<file path="config.mk">
export PLATFORM = sky130hd
export DESIGN_NAME = sector_dma_request_control
export DESIGN_NICKNAME = d
export VERILOG_FILES = /design/src/design/request_pulse_timer.v /design/src/design/event_status.v /design/src/design/sector_dma_request_control.v
export VERILOG_INCLUDE_DIRS = /design/src /design/src/design
export SDC_FILE = /design/constraint.sdc
export NUM_CORES = 1
export LEC_CHECK = 0
export BUFFER_PORTS_ARGS = -buffer_cell sky130_fd_sc_hd__buf_2
export CELL_PAD_IN_SITES_DETAIL_PLACEMENT = 1
export CELL_PAD_IN_SITES_GLOBAL_PLACEMENT = 2
export CORE_MARGIN = 8
export CORE_UTILIZATION = 32
export CTS_BUF_LIST = sky130_fd_sc_hd__clkbuf_8
export DETAILED_ROUTE_END_ITERATION = 12
export GPL_TIMING_DRIVEN = 0
export PLACE_DENSITY_LB_ADDON = 0.1
export SETUP_SLACK_MARGIN = 0.3
export SYNTH_ARGS = -nofsm -noshare
export SYNTH_HDL_FRONTEND = slang
export SYNTH_SLANG_ARGS = --single-unit
</file>
<file path="constraint.sdc">
create_clock -name sys_clk -period 6.2 [get_ports sys_clk]
set_input_delay 0.93 -clock sys_clk [delete_from_list [all_inputs] [get_ports sys_clk]]
set_output_delay 0.93 -clock sys_clk [all_outputs]
set_load 0.1 [all_outputs]
</file>
<file path="src/design/sector_dma_regs.vh">
// Purpose: Register map, field positions, reset values and timing counts
//          of the sector transfer request control block.
// Assumes: APB with 32-bit data, one register per aligned word.
// Notes:   Printed offsets are indices; the byte address is four times one.
`ifndef SECTOR_DMA_REGS_VH
`define SECTOR_DMA_REGS_VH

// ----------------------------------------------------------------------
// Register indices and byte addresses
// ----------------------------------------------------------------------
`define IDX_XFER_CTRL       16'h1078
`define IDX_RELEASE_POINT   16'h107A
`define IDX_EVENT_STATUS    16'h1080
`define IDX_EVENT_MASK      16'h1081
`define ADDR_XFER_CTRL      16'h41E0
`define ADDR_RELEASE_POINT  16'h41E8
`define ADDR_EVENT_STATUS   16'h4200
`define ADDR_EVENT_MASK     16'h4204

// ----------------------------------------------------------------------
// Field positions
// ----------------------------------------------------------------------
`define CTRL_COUNT_MSB      6
`define CTRL_POLARITY_BIT   12
`define CTRL_EDGE_BIT       13
`define CTRL_PAUSE_BIT      14
`define CTRL_ENABLE_BIT     15
`define RELEASE_MSB         9
`define EVT_DONE_BIT        0
`define EVT_ECC_BIT         1
`define EVT_WIDTH           2

// ----------------------------------------------------------------------
// Reset values
// ----------------------------------------------------------------------
`define XFER_CTRL_RESET     16'h0000
`define RELEASE_RESET       10'h000
`define EVT_MASK_RESET      2'h0

// ----------------------------------------------------------------------
// Timing
// ----------------------------------------------------------------------
`define CLK_PERIOD_NS       20
`define REQ_PULSE_NS        250
`define REQ_PULSE_CYCLES    \
    ((`REQ_PULSE_NS + `CLK_PERIOD_NS - 1) / `CLK_PERIOD_NS)

`endif

</file>
<file path="src/design/request_pulse_timer.v">
// Purpose: Holds a busy level for a fixed number of cycles after a start.
// Assumes: Start pulses are one cycle wide.
// Notes:   A start while busy restarts the count.
`timescale 1ns/1ps

module request_pulse_timer
#(
    parameter COUNT = 13,
    parameter WIDTH = 8
)
(
    // Clock and reset
    input  wire             sys_clk,
    input  wire             rst,
    // Control
    input  wire             start,
    input  wire             abort,
    // Status
    output reg              busy
);

    reg [WIDTH-1:0] count_reg;

    always @(posedge sys_clk)
    begin
        if (rst)
        begin
            count_reg <= {WIDTH{1'b0}};
            busy      <= 1'b0;
        end
        else if (abort)
        begin
            count_reg <= {WIDTH{1'b0}};
            busy      <= 1'b0;
        end
        else if (start)
        begin
            count_reg <= COUNT[WIDTH-1:0] - {{(WIDTH-1){1'b0}}, 1'b1};
            busy      <= 1'b1;
        end
        else if (count_reg != {WIDTH{1'b0}})
        begin
            count_reg <= count_reg - {{(WIDTH-1){1'b0}}, 1'b1};
        end
        else
        begin
            busy <= 1'b0;
        end
    end

endmodule // request_pulse_timer

</file>
<file path="src/design/event_status.v">
// Purpose: Sticky event flags with a masked level interrupt.
// Assumes: The clear mask is the value software just read.
// Notes:   A set in the clearing cycle wins, so no event is lost.
`timescale 1ns/1ps

module event_status
#(
    parameter WIDTH = 2
)
(
    // Clock and reset
    input  wire             sys_clk,
    input  wire             rst,
    // Events and software access
    input  wire [WIDTH-1:0] setPulse,
    input  wire [WIDTH-1:0] clearMask,
    input  wire [WIDTH-1:0] mask,
    // Results
    output reg  [WIDTH-1:0] status,
    output reg              irq
);

    wire [WIDTH-1:0] status_next;

    assign status_next = (status & ~clearMask) | setPulse;

    always @(posedge sys_clk)
    begin
        if (rst)
        begin
            status <= {WIDTH{1'b0}};
            irq    <= 1'b0;
        end
        else
        begin
            status <= status_next;
            irq    <= |(status_next & mask);
        end
    end

endmodule // event_status

</file>
<file path="src/design/sector_dma_request_control.v">
// Purpose: Sector based transfer request control with an APB register file.
// Assumes: The ECC unit supplies its byte counter and sector/error pulses.
// Notes:   Summary of operation follows.
// Summary of operation
// RL1: Count field holds sectors to move minus one.
// RL2: Written zero moves exactly one sector.
// RL3: Read count equals remaining sectors minus one.
// RL4: Count decrements after each sector checksum read.
// RL5: On ECC error count shows sectors left minus one.
// RL6: Polarity clear: request idles high, asserts low.
// RL7: Polarity set: request idles low, asserts high.
// RL8: Edge style: request pulses about 250 ns.
// RL9: Level style: negate when counter hits release.
// RL10: ECC error during transfer sets pause bit.
// RL11: Software fixes data, then clears pause.
// RL12: Enable bit turns the transfer engine on.
// RL13: Software programs release as remaining+16+per-cycle.
// RL14: Unused control bits read back zero.
// RL15: While paused, no requests, progress held.
// RL16: ECC byte counter is an input.
`timescale 1ns/1ps
`include "sector_dma_regs.vh"

module sector_dma_request_control
#(
    parameter PULSE_CYCLES = `REQ_PULSE_CYCLES
)
(
    // Clock and reset
    input  wire        sys_clk,
    input  wire        rst,
    // APB slave
    input  wire [15:0] paddr,
    input  wire        psel,
    input  wire        penable,
    input  wire        pwrite,
    input  wire [31:0] pwdata,
    output reg  [31:0] prdata,
    output reg         pready,
    output reg         pslverr,
    // ECC unit
    input  wire [9:0]  eccByteCounter,
    input  wire        busCycleStart,
    input  wire        sectorChecksumRead,
    input  wire        eccErrorDetected,
    // Host transfer request and interrupt
    output reg         transferRequestN,
    output wire        irq
);

    // ------------------------------------------------------------------
    // Sequencer states
    // ------------------------------------------------------------------
    localparam [1:0] ST_IDLE  = 2'h0;
    localparam [1:0] ST_ISSUE = 2'h1;
    localparam [1:0] ST_WAIT  = 2'h2;
    localparam [15:0] CTRL_RESET = `XFER_CTRL_RESET;

    // ------------------------------------------------------------------
    // Registers
    // ------------------------------------------------------------------
    reg  [6:0]  count_reg,     count_next;
    reg         polarity_reg,  polarity_next;
    reg         edge_reg,      edge_next;
    reg         pause_reg,     pause_next;
    reg         enable_reg,    enable_next;
    reg  [9:0]  release_reg,   release_next;
    reg  [1:0]  mask_reg,      mask_next;
    reg  [1:0]  state_reg,     state_next;
    reg         level_reg,     level_next;
    reg  [1:0]  readClear_reg, readClear_next;

    reg         pulseStart;
    reg         doneEvent;
    reg         eccEvent;
    reg  [31:0] readData;
    reg         addrHit;

    wire        setupPhase;
    wire        accessDone;
    wire        writeCtrl;
    wire        writeRelease;
    wire        writeMask;
    wire        pulseBusy;
    wire        requestActive;
    wire [1:0]  eventStatus;
    wire [15:0] ctrlReadValue;

    assign setupPhase = psel & ~penable;
    assign accessDone = psel & penable & pready;
    assign writeCtrl    = accessDone & pwrite &
                          (paddr == `ADDR_XFER_CTRL);
    assign writeRelease = accessDone & pwrite &
                          (paddr == `ADDR_RELEASE_POINT);
    assign writeMask    = accessDone & pwrite &
                          (paddr == `ADDR_EVENT_MASK);

    // Unused bits are padded with zeros on read.
    assign ctrlReadValue = {enable_reg, pause_reg, edge_reg, polarity_reg,
                            5'h00, count_reg}; // RL14

    // ------------------------------------------------------------------
    // APB read decode
    // ------------------------------------------------------------------
    always @*
    begin
        readData = 32'h00000000;
        addrHit  = 1'b1;
        case (paddr)
            `ADDR_XFER_CTRL:     readData = {16'h0000, ctrlReadValue}; // RL3
            `ADDR_RELEASE_POINT: readData = {22'h000000, release_reg}; // RL14
            `ADDR_EVENT_STATUS:  readData = {30'h00000000, eventStatus};
            `ADDR_EVENT_MASK:    readData = {30'h00000000, mask_reg};
            default:             addrHit  = 1'b0;
        endcase
    end

    // ------------------------------------------------------------------
    // APB handshake: one cycle from setup to a ready access phase
    // ------------------------------------------------------------------
    // Status bits captured at setup are the only ones cleared at the
    // access edge, so an event arriving in between stays pending.
    always @*
    begin
        readClear_next = readClear_reg;
        if (setupPhase)
            readClear_next = (!pwrite && paddr == `ADDR_EVENT_STATUS) ?
                             eventStatus : 2'h0;
    end

    always @(posedge sys_clk)
    begin
        if (rst)
        begin
            prdata        <= 32'h00000000;
            pready        <= 1'b0;
            pslverr       <= 1'b0;
            readClear_reg <= 2'h0;
        end
        else
        begin
            readClear_reg <= readClear_next;
            if (setupPhase)
            begin
                pready  <= 1'b1;
                pslverr <= ~addrHit;
                prdata  <= pwrite ? 32'h00000000 : readData;
            end
            else
            begin
                pready  <= 1'b0;
                pslverr <= 1'b0;
            end
        end
    end

    // ------------------------------------------------------------------
    // Control registers and sector sequencer
    // ------------------------------------------------------------------
    always @*
    begin
        count_next    = count_reg;
        polarity_next = polarity_reg;
        edge_next     = edge_reg;
        pause_next    = pause_reg;
        enable_next   = enable_reg;
        release_next  = release_reg;
        mask_next     = mask_reg;
        state_next    = state_reg;
        level_next    = level_reg;
        pulseStart    = 1'b0;
        doneEvent     = 1'b0;
        eccEvent      = 1'b0;

        if (writeCtrl)
        begin
            count_next    = pwdata[`CTRL_COUNT_MSB:0]; // RL1
            polarity_next = pwdata[`CTRL_POLARITY_BIT];
            edge_next     = pwdata[`CTRL_EDGE_BIT];
            pause_next    = pwdata[`CTRL_PAUSE_BIT]; // RL11
            enable_next   = pwdata[`CTRL_ENABLE_BIT]; // RL12
        end
        if (writeRelease)
        begin
            release_next = pwdata[`RELEASE_MSB:0]; // RL13
        end
        if (writeMask)
        begin
            mask_next = pwdata[`EVT_WIDTH-1:0];
        end

        case (state_reg)
            ST_IDLE:
            begin
                level_next = 1'b0;
                if (enable_reg)
                    state_next = ST_ISSUE; // RL12
            end
            ST_ISSUE:
            begin
                // A paused engine raises no new request.
                if (!enable_reg)
                    state_next = ST_IDLE;
                else if (!pause_reg) // RL15
                begin
                    if (edge_reg)
                        pulseStart = 1'b1; // RL8
                    else
                        level_next = 1'b1; // RL9
                    state_next = ST_WAIT;
                end
            end
            ST_WAIT:
            begin
                if (level_reg && busCycleStart &&
                    eccByteCounter == release_reg) // RL9 RL16
                begin
                    level_next = 1'b0;
                end
                if (!enable_reg)
                begin
                    level_next = 1'b0;
                    state_next = ST_IDLE;
                end
                else if (sectorChecksumRead && !pause_reg) // RL15
                begin
                    level_next = 1'b0;
                    if (count_reg == 7'h00) // RL2
                    begin
                        enable_next = 1'b0;
                        doneEvent   = 1'b1;
                        state_next  = ST_IDLE;
                    end
                    else
                    begin
                        count_next = count_reg - 7'h01; // RL4
                        state_next = ST_ISSUE;
                    end
                end
            end
            default:
            begin
                state_next = ST_IDLE;
                level_next = 1'b0;
            end
        endcase

        // The error leaves the count as it is, showing sectors left minus one.
        if (eccErrorDetected && enable_reg && state_reg != ST_IDLE)
        begin
            pause_next = 1'b1; // RL10 RL5
            eccEvent   = 1'b1;
        end
    end

    always @(posedge sys_clk)
    begin
        if (rst)
        begin
            count_reg    <= CTRL_RESET[`CTRL_COUNT_MSB:0];
            polarity_reg <= CTRL_RESET[`CTRL_POLARITY_BIT];
            edge_reg     <= CTRL_RESET[`CTRL_EDGE_BIT];
            pause_reg    <= CTRL_RESET[`CTRL_PAUSE_BIT];
            enable_reg   <= CTRL_RESET[`CTRL_ENABLE_BIT];
            release_reg  <= `RELEASE_RESET;
            mask_reg     <= `EVT_MASK_RESET;
            state_reg    <= ST_IDLE;
            level_reg    <= 1'b0;
        end
        else
        begin
            count_reg    <= count_next;
            polarity_reg <= polarity_next;
            edge_reg     <= edge_next;
            pause_reg    <= pause_next;
            enable_reg   <= enable_next;
            release_reg  <= release_next;
            mask_reg     <= mask_next;
            state_reg    <= state_next;
            level_reg    <= level_next;
        end
    end

    // ------------------------------------------------------------------
    // Request pulse timer
    // ------------------------------------------------------------------
    request_pulse_timer
    #(
        .COUNT (PULSE_CYCLES),
        .WIDTH (8)
    )
    u_pulse
    (
        .sys_clk (sys_clk),
        .rst     (rst),
        .start   (pulseStart),
        .abort   (~enable_reg),
        .busy    (pulseBusy)
    );

    // Pause drops a live request so the host stops pulling data.
    // A disabling write drops a live request at once as well.
    assign requestActive = (pulseBusy | level_reg) & ~pause_reg &
                           enable_reg; // RL15

    // ------------------------------------------------------------------
    // Request output
    // ------------------------------------------------------------------
    always @(posedge sys_clk)
    begin
        if (rst)
        begin
            transferRequestN <= 1'b1;
        end
        else if (polarity_reg)
        begin
            transferRequestN <= requestActive; // RL7
        end
        else
        begin
            transferRequestN <= ~requestActive; // RL6
        end
    end

    // ------------------------------------------------------------------
    // Events and interrupt
    // ------------------------------------------------------------------
    event_status
    #(
        .WIDTH (`EVT_WIDTH)
    )
    u_events
    (
        .sys_clk   (sys_clk),
        .rst       (rst),
        .setPulse  ({eccEvent, doneEvent}),
        .clearMask (accessDone ? readClear_reg : 2'h0),
        .mask      (mask_reg),
        .status    (eventStatus),
        .irq       (irq)
    );

endmodule // sector_dma_request_control

</file>
==> Yosys cells after proc, flatten, opt, wreduce, memory -nomap -nowiden <==
Index checks and enable logic that the tools add are counted.
Widths: inputs -> output; s select.
{ "word_totals": {"regBits": 75, "in_bits": 66, "output_inout_bits": 36, "word_cells": 123} }
{ "classes": {"addsub": 2, "eq_ne": 15, "muxes": 46, "bitwise_logic": 20, "reduce_logical": 21} }
{ "ops": {"columns": ["cell", "n"], "rows": [
  ["$eq 16x15->1 const B", 4],
  ["$pmux 16 s4", 1],
  ["$mux 7", 5],
  ["$mux 32", 1],
  ["$mux 1", 28],
  ["$mux 2", 7],
  ["$eq 10x10->1", 1],
  ["$ne 2x2->1 const B", 5],
  ["$and 1x1->1", 9],
  ["$mux 4", 2],
  ["$reduce_bool 8->1", 1],
  ["$sub 8x1->8 const B", 1],
  ["$logic_not 7->1", 1],
  ["$sub 7x1->7 const B", 1],
  ["$logic_and 1x1->1", 6],
  ["$ne 3x3->1 const B", 2],
  ["$not 1->1", 6],
  ["$pmux 2 s3", 1],
  ["$reduce_bool 2->1", 3],
  ["$reduce_or 2->1", 3],
  ["$and 2x2->2", 2],
  ["$ne 4x4->1 const B", 1],
  ["$reduce_and 4->1", 1],
  ["$reduce_or 4->1", 1],
  ["10 further kinds", 11]
]} }

==> Logic depth before layout (Yosys ltp) <==
{ "logic_depth": {"ltp_word": 9, "mapped_depth": 8, "depth_no_buf": 7} }

==> Modules after synthesis <==
A second synthesis with hierarchy kept.
{ "hier_totals": {"cells_unflattened": 365, "area_unflattened_um2": 3123.0} }
{ "by_module_without_submodules": {"columns": ["module", "instances", "cells_per_inst", "area_each_um2", "seq_area_each_um2"], "rows": [
  ["sector_dma_request_control", 1, 301, 2543.7, 900.9],
  ["request_pulse_timer", 1, 54, 457.9, 180.2],
  ["event_status", 1, 10, 121.4, 60.1]
]} }

==> Worst setup path before layout <==
OpenSTA, ideal clock, no wires.
{ "synth_path": {"path_kind": "in2reg", "from": "input port paddr[4]", "to": "register mask_reg[0]", "setup_time_ns": 0.128, "arrival_time_ns": 2.391, "required_ns": 6.072, "path_slack_ns": 3.681, "stages": 5, "path_buffers": 0, "cell_sequence": "or4_1 -> or4b_4 -> nor3_4 -> mux2i_1 -> nor2_1"} }
{ "synth_via": {"elab_chain_cells": 2} }
{ "synth_rtl": {"columns": ["item", "line_no", "rtl"], "rows": [
  ["from (decl)", "sector_dma_request_control.v:33", "input wire [15:0] paddr,"],
  ["$eq 16x15->1", null, null],
  ["$and 1x1->1", "sector_dma_request_control.v:95", "assign writeMask = accessDone & pwrite &"],
  ["to (signal assigned)", "sector_dma_request_control.v:266", "mask_reg <= `EVT_MASK_RESET;"],
  ["to (signal assigned)", "sector_dma_request_control.v:278", "mask_reg <= mask_next;"],
  ["to (decl)", "sector_dma_request_control.v:68", "reg [1:0] mask_reg, mask_next;"]
]} }
No other way between the ends.
A chain may end at the register's enable or synchronous reset.

==> Worst setup path in the final report <==
{ "layout_path": {"from": "input port penable", "to": "register prdata[15]"} }
{ "layout_via": {"elab_chain_cells": 2} }
{ "layout_rtl": {"columns": ["item", "line_no", "rtl"], "rows": [
  ["from (decl)", "sector_dma_request_control.v:35", "input wire penable,"],
  ["$not 1->1", "sector_dma_request_control.v:89", "assign setupPhase = psel & ~penable;"],
  ["$and 1x1->1", "sector_dma_request_control.v:89", null],
  ["to (signal assigned)", "sector_dma_request_control.v:147", "prdata <= pwrite ? 32'h00000000 : readData;"],
  ["to (decl)", "sector_dma_request_control.v:38", "output reg [31:0] prdata,"]
]} }
No other way between the ends.

==> impl_metrics.tcl <==
set metrics [dict create \
    fmax_mhz 375 \
    synth_top_flop_cell "dfxtp_1" \
    seqPwrFrac_pct 40.8 \
    maxCapViolations 0 \
    grt_pass1_vias 2888 \
    wire_per_inst_um 16.3 \
    num_vias 2641 \
    crit_buf_inv 2 \
    worstPathArrival_ns 2.93 \
    cp_slowest_stage_delay_ns 0.83 \
    min-delay-start "prdata[0]" \
    cts_buffers 9 \
    startpoint "penable" \
    post-route-util_pct 40.7 \
    hold_viol 0 \
    h-tree-depth 3 \
    worstMarginPinSlew_ns 0.961 \
    critical-path-top-delay-family "simple AND/OR/NAND/NOR gates" \
    cts-root-buf "clkbuf_8" \
    placed_cell_area_sq_um 3430 \
    synth.distinct_cells 54 \
    synth.avg_cell_area_sq_um 8.64 \
    swShare_pct 26.8 \
    cts_tree "built" \
    gp_congestion 0.763 \
    status "finished, final reports clean" \
    drt_wl_total_um 8860 \
    antenna_found_initial 0 \
    cp_slowest_cell "nor4_1" \
    fin_tns_setup_ns 0 \
    required_ns 6.47 \
    worstHoldPathType "flop to flop" \
    seq_area_frac_synth_pct 39.2 \
    antenna_cells 0 \
    pwr-share-comb_pct 11.2 \
    drtPass1Iterations 4 \
    clk_path_buf_depth 2 \
    rows 35 \
    syn_area_sq_um 2910 \
    switching_power_mw 0.241 \
    p_int_mw 0.658 \
    clock_latency_ns 0.34 \
    largest_reg_flops 14 \
    cts_hold_buf 0 \
    synth_edf_count 0 \
    drtIter0Drc 94 \
    post_cts_buffers 0 \
    drc 0 \
    power-per-cell-area_nw_per_um2 245 \
    drive_above_1_share_pct 27.3 \
    synthCells 337 \
    setup.worst_path.end_class "flop" \
    ys_seq_elements 57 \
    overflow 0 \
    postCtsResizedCells 0 \
    viasPerCell 4.85 \
    maxSlewViolCount 0 \
    clock_power_share_pct 48.0 \
    async_flop_share_pct 0 \
    yosysWarnings 0 \
    cp-start-kind "input port" \
    slew_headroom_pct 35.3 \
    r2r-start "enable_reg" \
    final-setup-viol-count 0 \
    port_buffers 63 \
    rsz0062_at_grt "no" \
    final_nets 497 \
    final_area_sq_um 3670 \
    area_delta_synth_final_pct 26.1 \
    dieArea_sq_um 12400 \
    die_h_um 111 \
    cellLeakagePower_nw 1.49 \
    clkSlewWorstSetupHoldPaths_ns 0.07 \
    initial_utilization_pct 32.3 \
    crit_chain "buf_2, nand2b_1, clkbuf_1, or2_2, nor4_1, a22oi_1, nor2_1" \
    cts.sinks 57 \
    core_sq_um 9020 \
    fin_crit_sh_pct 43.0 \
    grt_usage_pct 14.4 \
    dp_hpwl_um 6810 \
    pin_count 102 \
    fin_skew_ns 0.00806 \
    grt_pass1_wl_um 14700 \
    dieWidth_um 111 \
    worst-setup-path-type "input port to flop" \
    antenna_left 0 \
    worstPathMaxFanout 10 \
    layout_min_cycle_time_ns 2.66 \
    peakVddDrop_v 0.000105 \
    grt_max_degree 12 \
]
-- cells by family (layout without fill, tap and decap cells) --
family	count (synthesis)	in the layout	synth area share, %
buf+inv	44	123	8.21
xor+xnor	16	16	4.81
simple gates	134	134	24.5
compound gates	59	59	13.7
fa+ha+maj	3	3	1.29
mux	23	23	8.21
other cells	1	18	0.129
flops	57	57	39.2
-- synth_stat cells, drive strengths merged (2+ instances only) --
| cell | count | area share, % |
|---|---|---|
| ha | 3 | 1.3 |
| o211ai | 2 | 0.52 |
| a22oi | 12 | 3.1 |
| nor3 | 13 | 2.8 |
| a211oi | 2 | 0.52 |
| nor4 | 8 | 2.8 |
| xnor2 | 10 | 3.0 |
| clkbuf | 10 | 1.3 |
| nor2b | 3 | 0.64 |
| and2 | 2 | 0.43 |
| nor4b | 2 | 0.60 |
| or4b | 2 | 0.82 |
| inv | 10 | 1.3 |
| or4 | 3 | 0.77 |
| a32oi | 4 | 1.2 |
| mux2i | 16 | 5.5 |
| nand4 | 2 | 0.43 |
| nand2b | 7 | 1.5 |
| nor2 | 43 | 5.5 |
| xor2 | 6 | 1.8 |
| dfxtp | 57 | 39 |
| and4b | 2 | 0.73 |
| a31oi | 7 | 1.5 |
| or3 | 2 | 0.43 |
| o31ai | 2 | 0.52 |
| buf | 24 | 5.6 |
| nand2 | 31 | 4.0 |
| a21oi | 11 | 1.9 |
| mux2 | 7 | 2.7 |
| nand3 | 9 | 1.7 |
| o21ai | 10 | 1.7 |
-- worst register-to-register path, cell delays in order, from the launching register on --
cell      delay, ns
dfxtp_1        0.31
clkbuf_1       0.32
nand2b_1       0.18
nor4_4         0.34
and2_1         0.18
clkbuf_1       0.28
mux2_2         0.38
o221a_2        0.23
-- power groups by stage --
stage | Combinational [mW] | Clock, mW | Sequential, mW
after global routing | 0.107 | 0.462 | 0.367
after floorplan | 0.0718 | 0 | 0.379
after global placement | 0.101 | 0 | 0.375
final | 0.101 | 0.432 | 0.367
after CTS | 0.101 | 0.445 | 0.367
after detailed placement | 0.101 | 0 | 0.375
-- cells in the final DEF, fill, tap and decap left out, types with 3 or more instances in the layout --
cell type,n
a31oi_1,7
a21oi_1,11
clkbuf_8,9
inv_1,10
o21ai_0,10
nand2b_1,7
bufinv_16,3
nor2_1,43
buf_4,18
xor2_1,6
nand2_1,31
dfxtp_1,57
buf_2,68
ha_1,3
nand3_1,8
nor2b_1,3
conb_1,18
mux2_2,7
nor4_1,6
a22oi_1,12
xnor2_1,10
mux2i_1,16
or4_1,3
clkbuf_1,10
nor3_1,11
a32oi_1,4
-- stage by stage --
stage	hold WS [ns]	instances	setup WS (ns)	total power, mW
global placement	0.437	528	3.25	0.476
global route	0.504	544	3.34	0.936
floorplan	0.433	354	3.68	0.451
detailed placement	0.455	528	3.21	0.476
CTS	0.470	544	3.55	0.912
finish	0.465	544	3.54	0.899
-- metal layers --
layer	track usage (%)	part of all wire (%)	vias to the layer above
met3	4.78	4.9	7
met5	0	0	-
met4	3.73	0.97	0
li1	-	-	1337
met1	18.3	48	1244
met2	23.0	47	53
-- final cells by class --
class,instances,area [sq um]
Fill cell,1130,5350
Multi-Input combinational cell,253,1590
Sequential cell,57,1140
Timing Repair Buffer,63,315
Buffer,34,201
Tap cell,111,139
Clock buffer,9,124
Clock inverter,7,119
Inverter,10,37.5
-- path summary, 6_finish.rpt --
path                   to  slack, ns  cells after the start
min             prdata[0]       0.46                      2
min reg2reg     prdata[0]       0.46                      2
max reg2reg  count_reg[6]       3.86                      7
max            prdata[15]       3.54                      7
No activity file was read; power rests on OpenSTA's default activity.
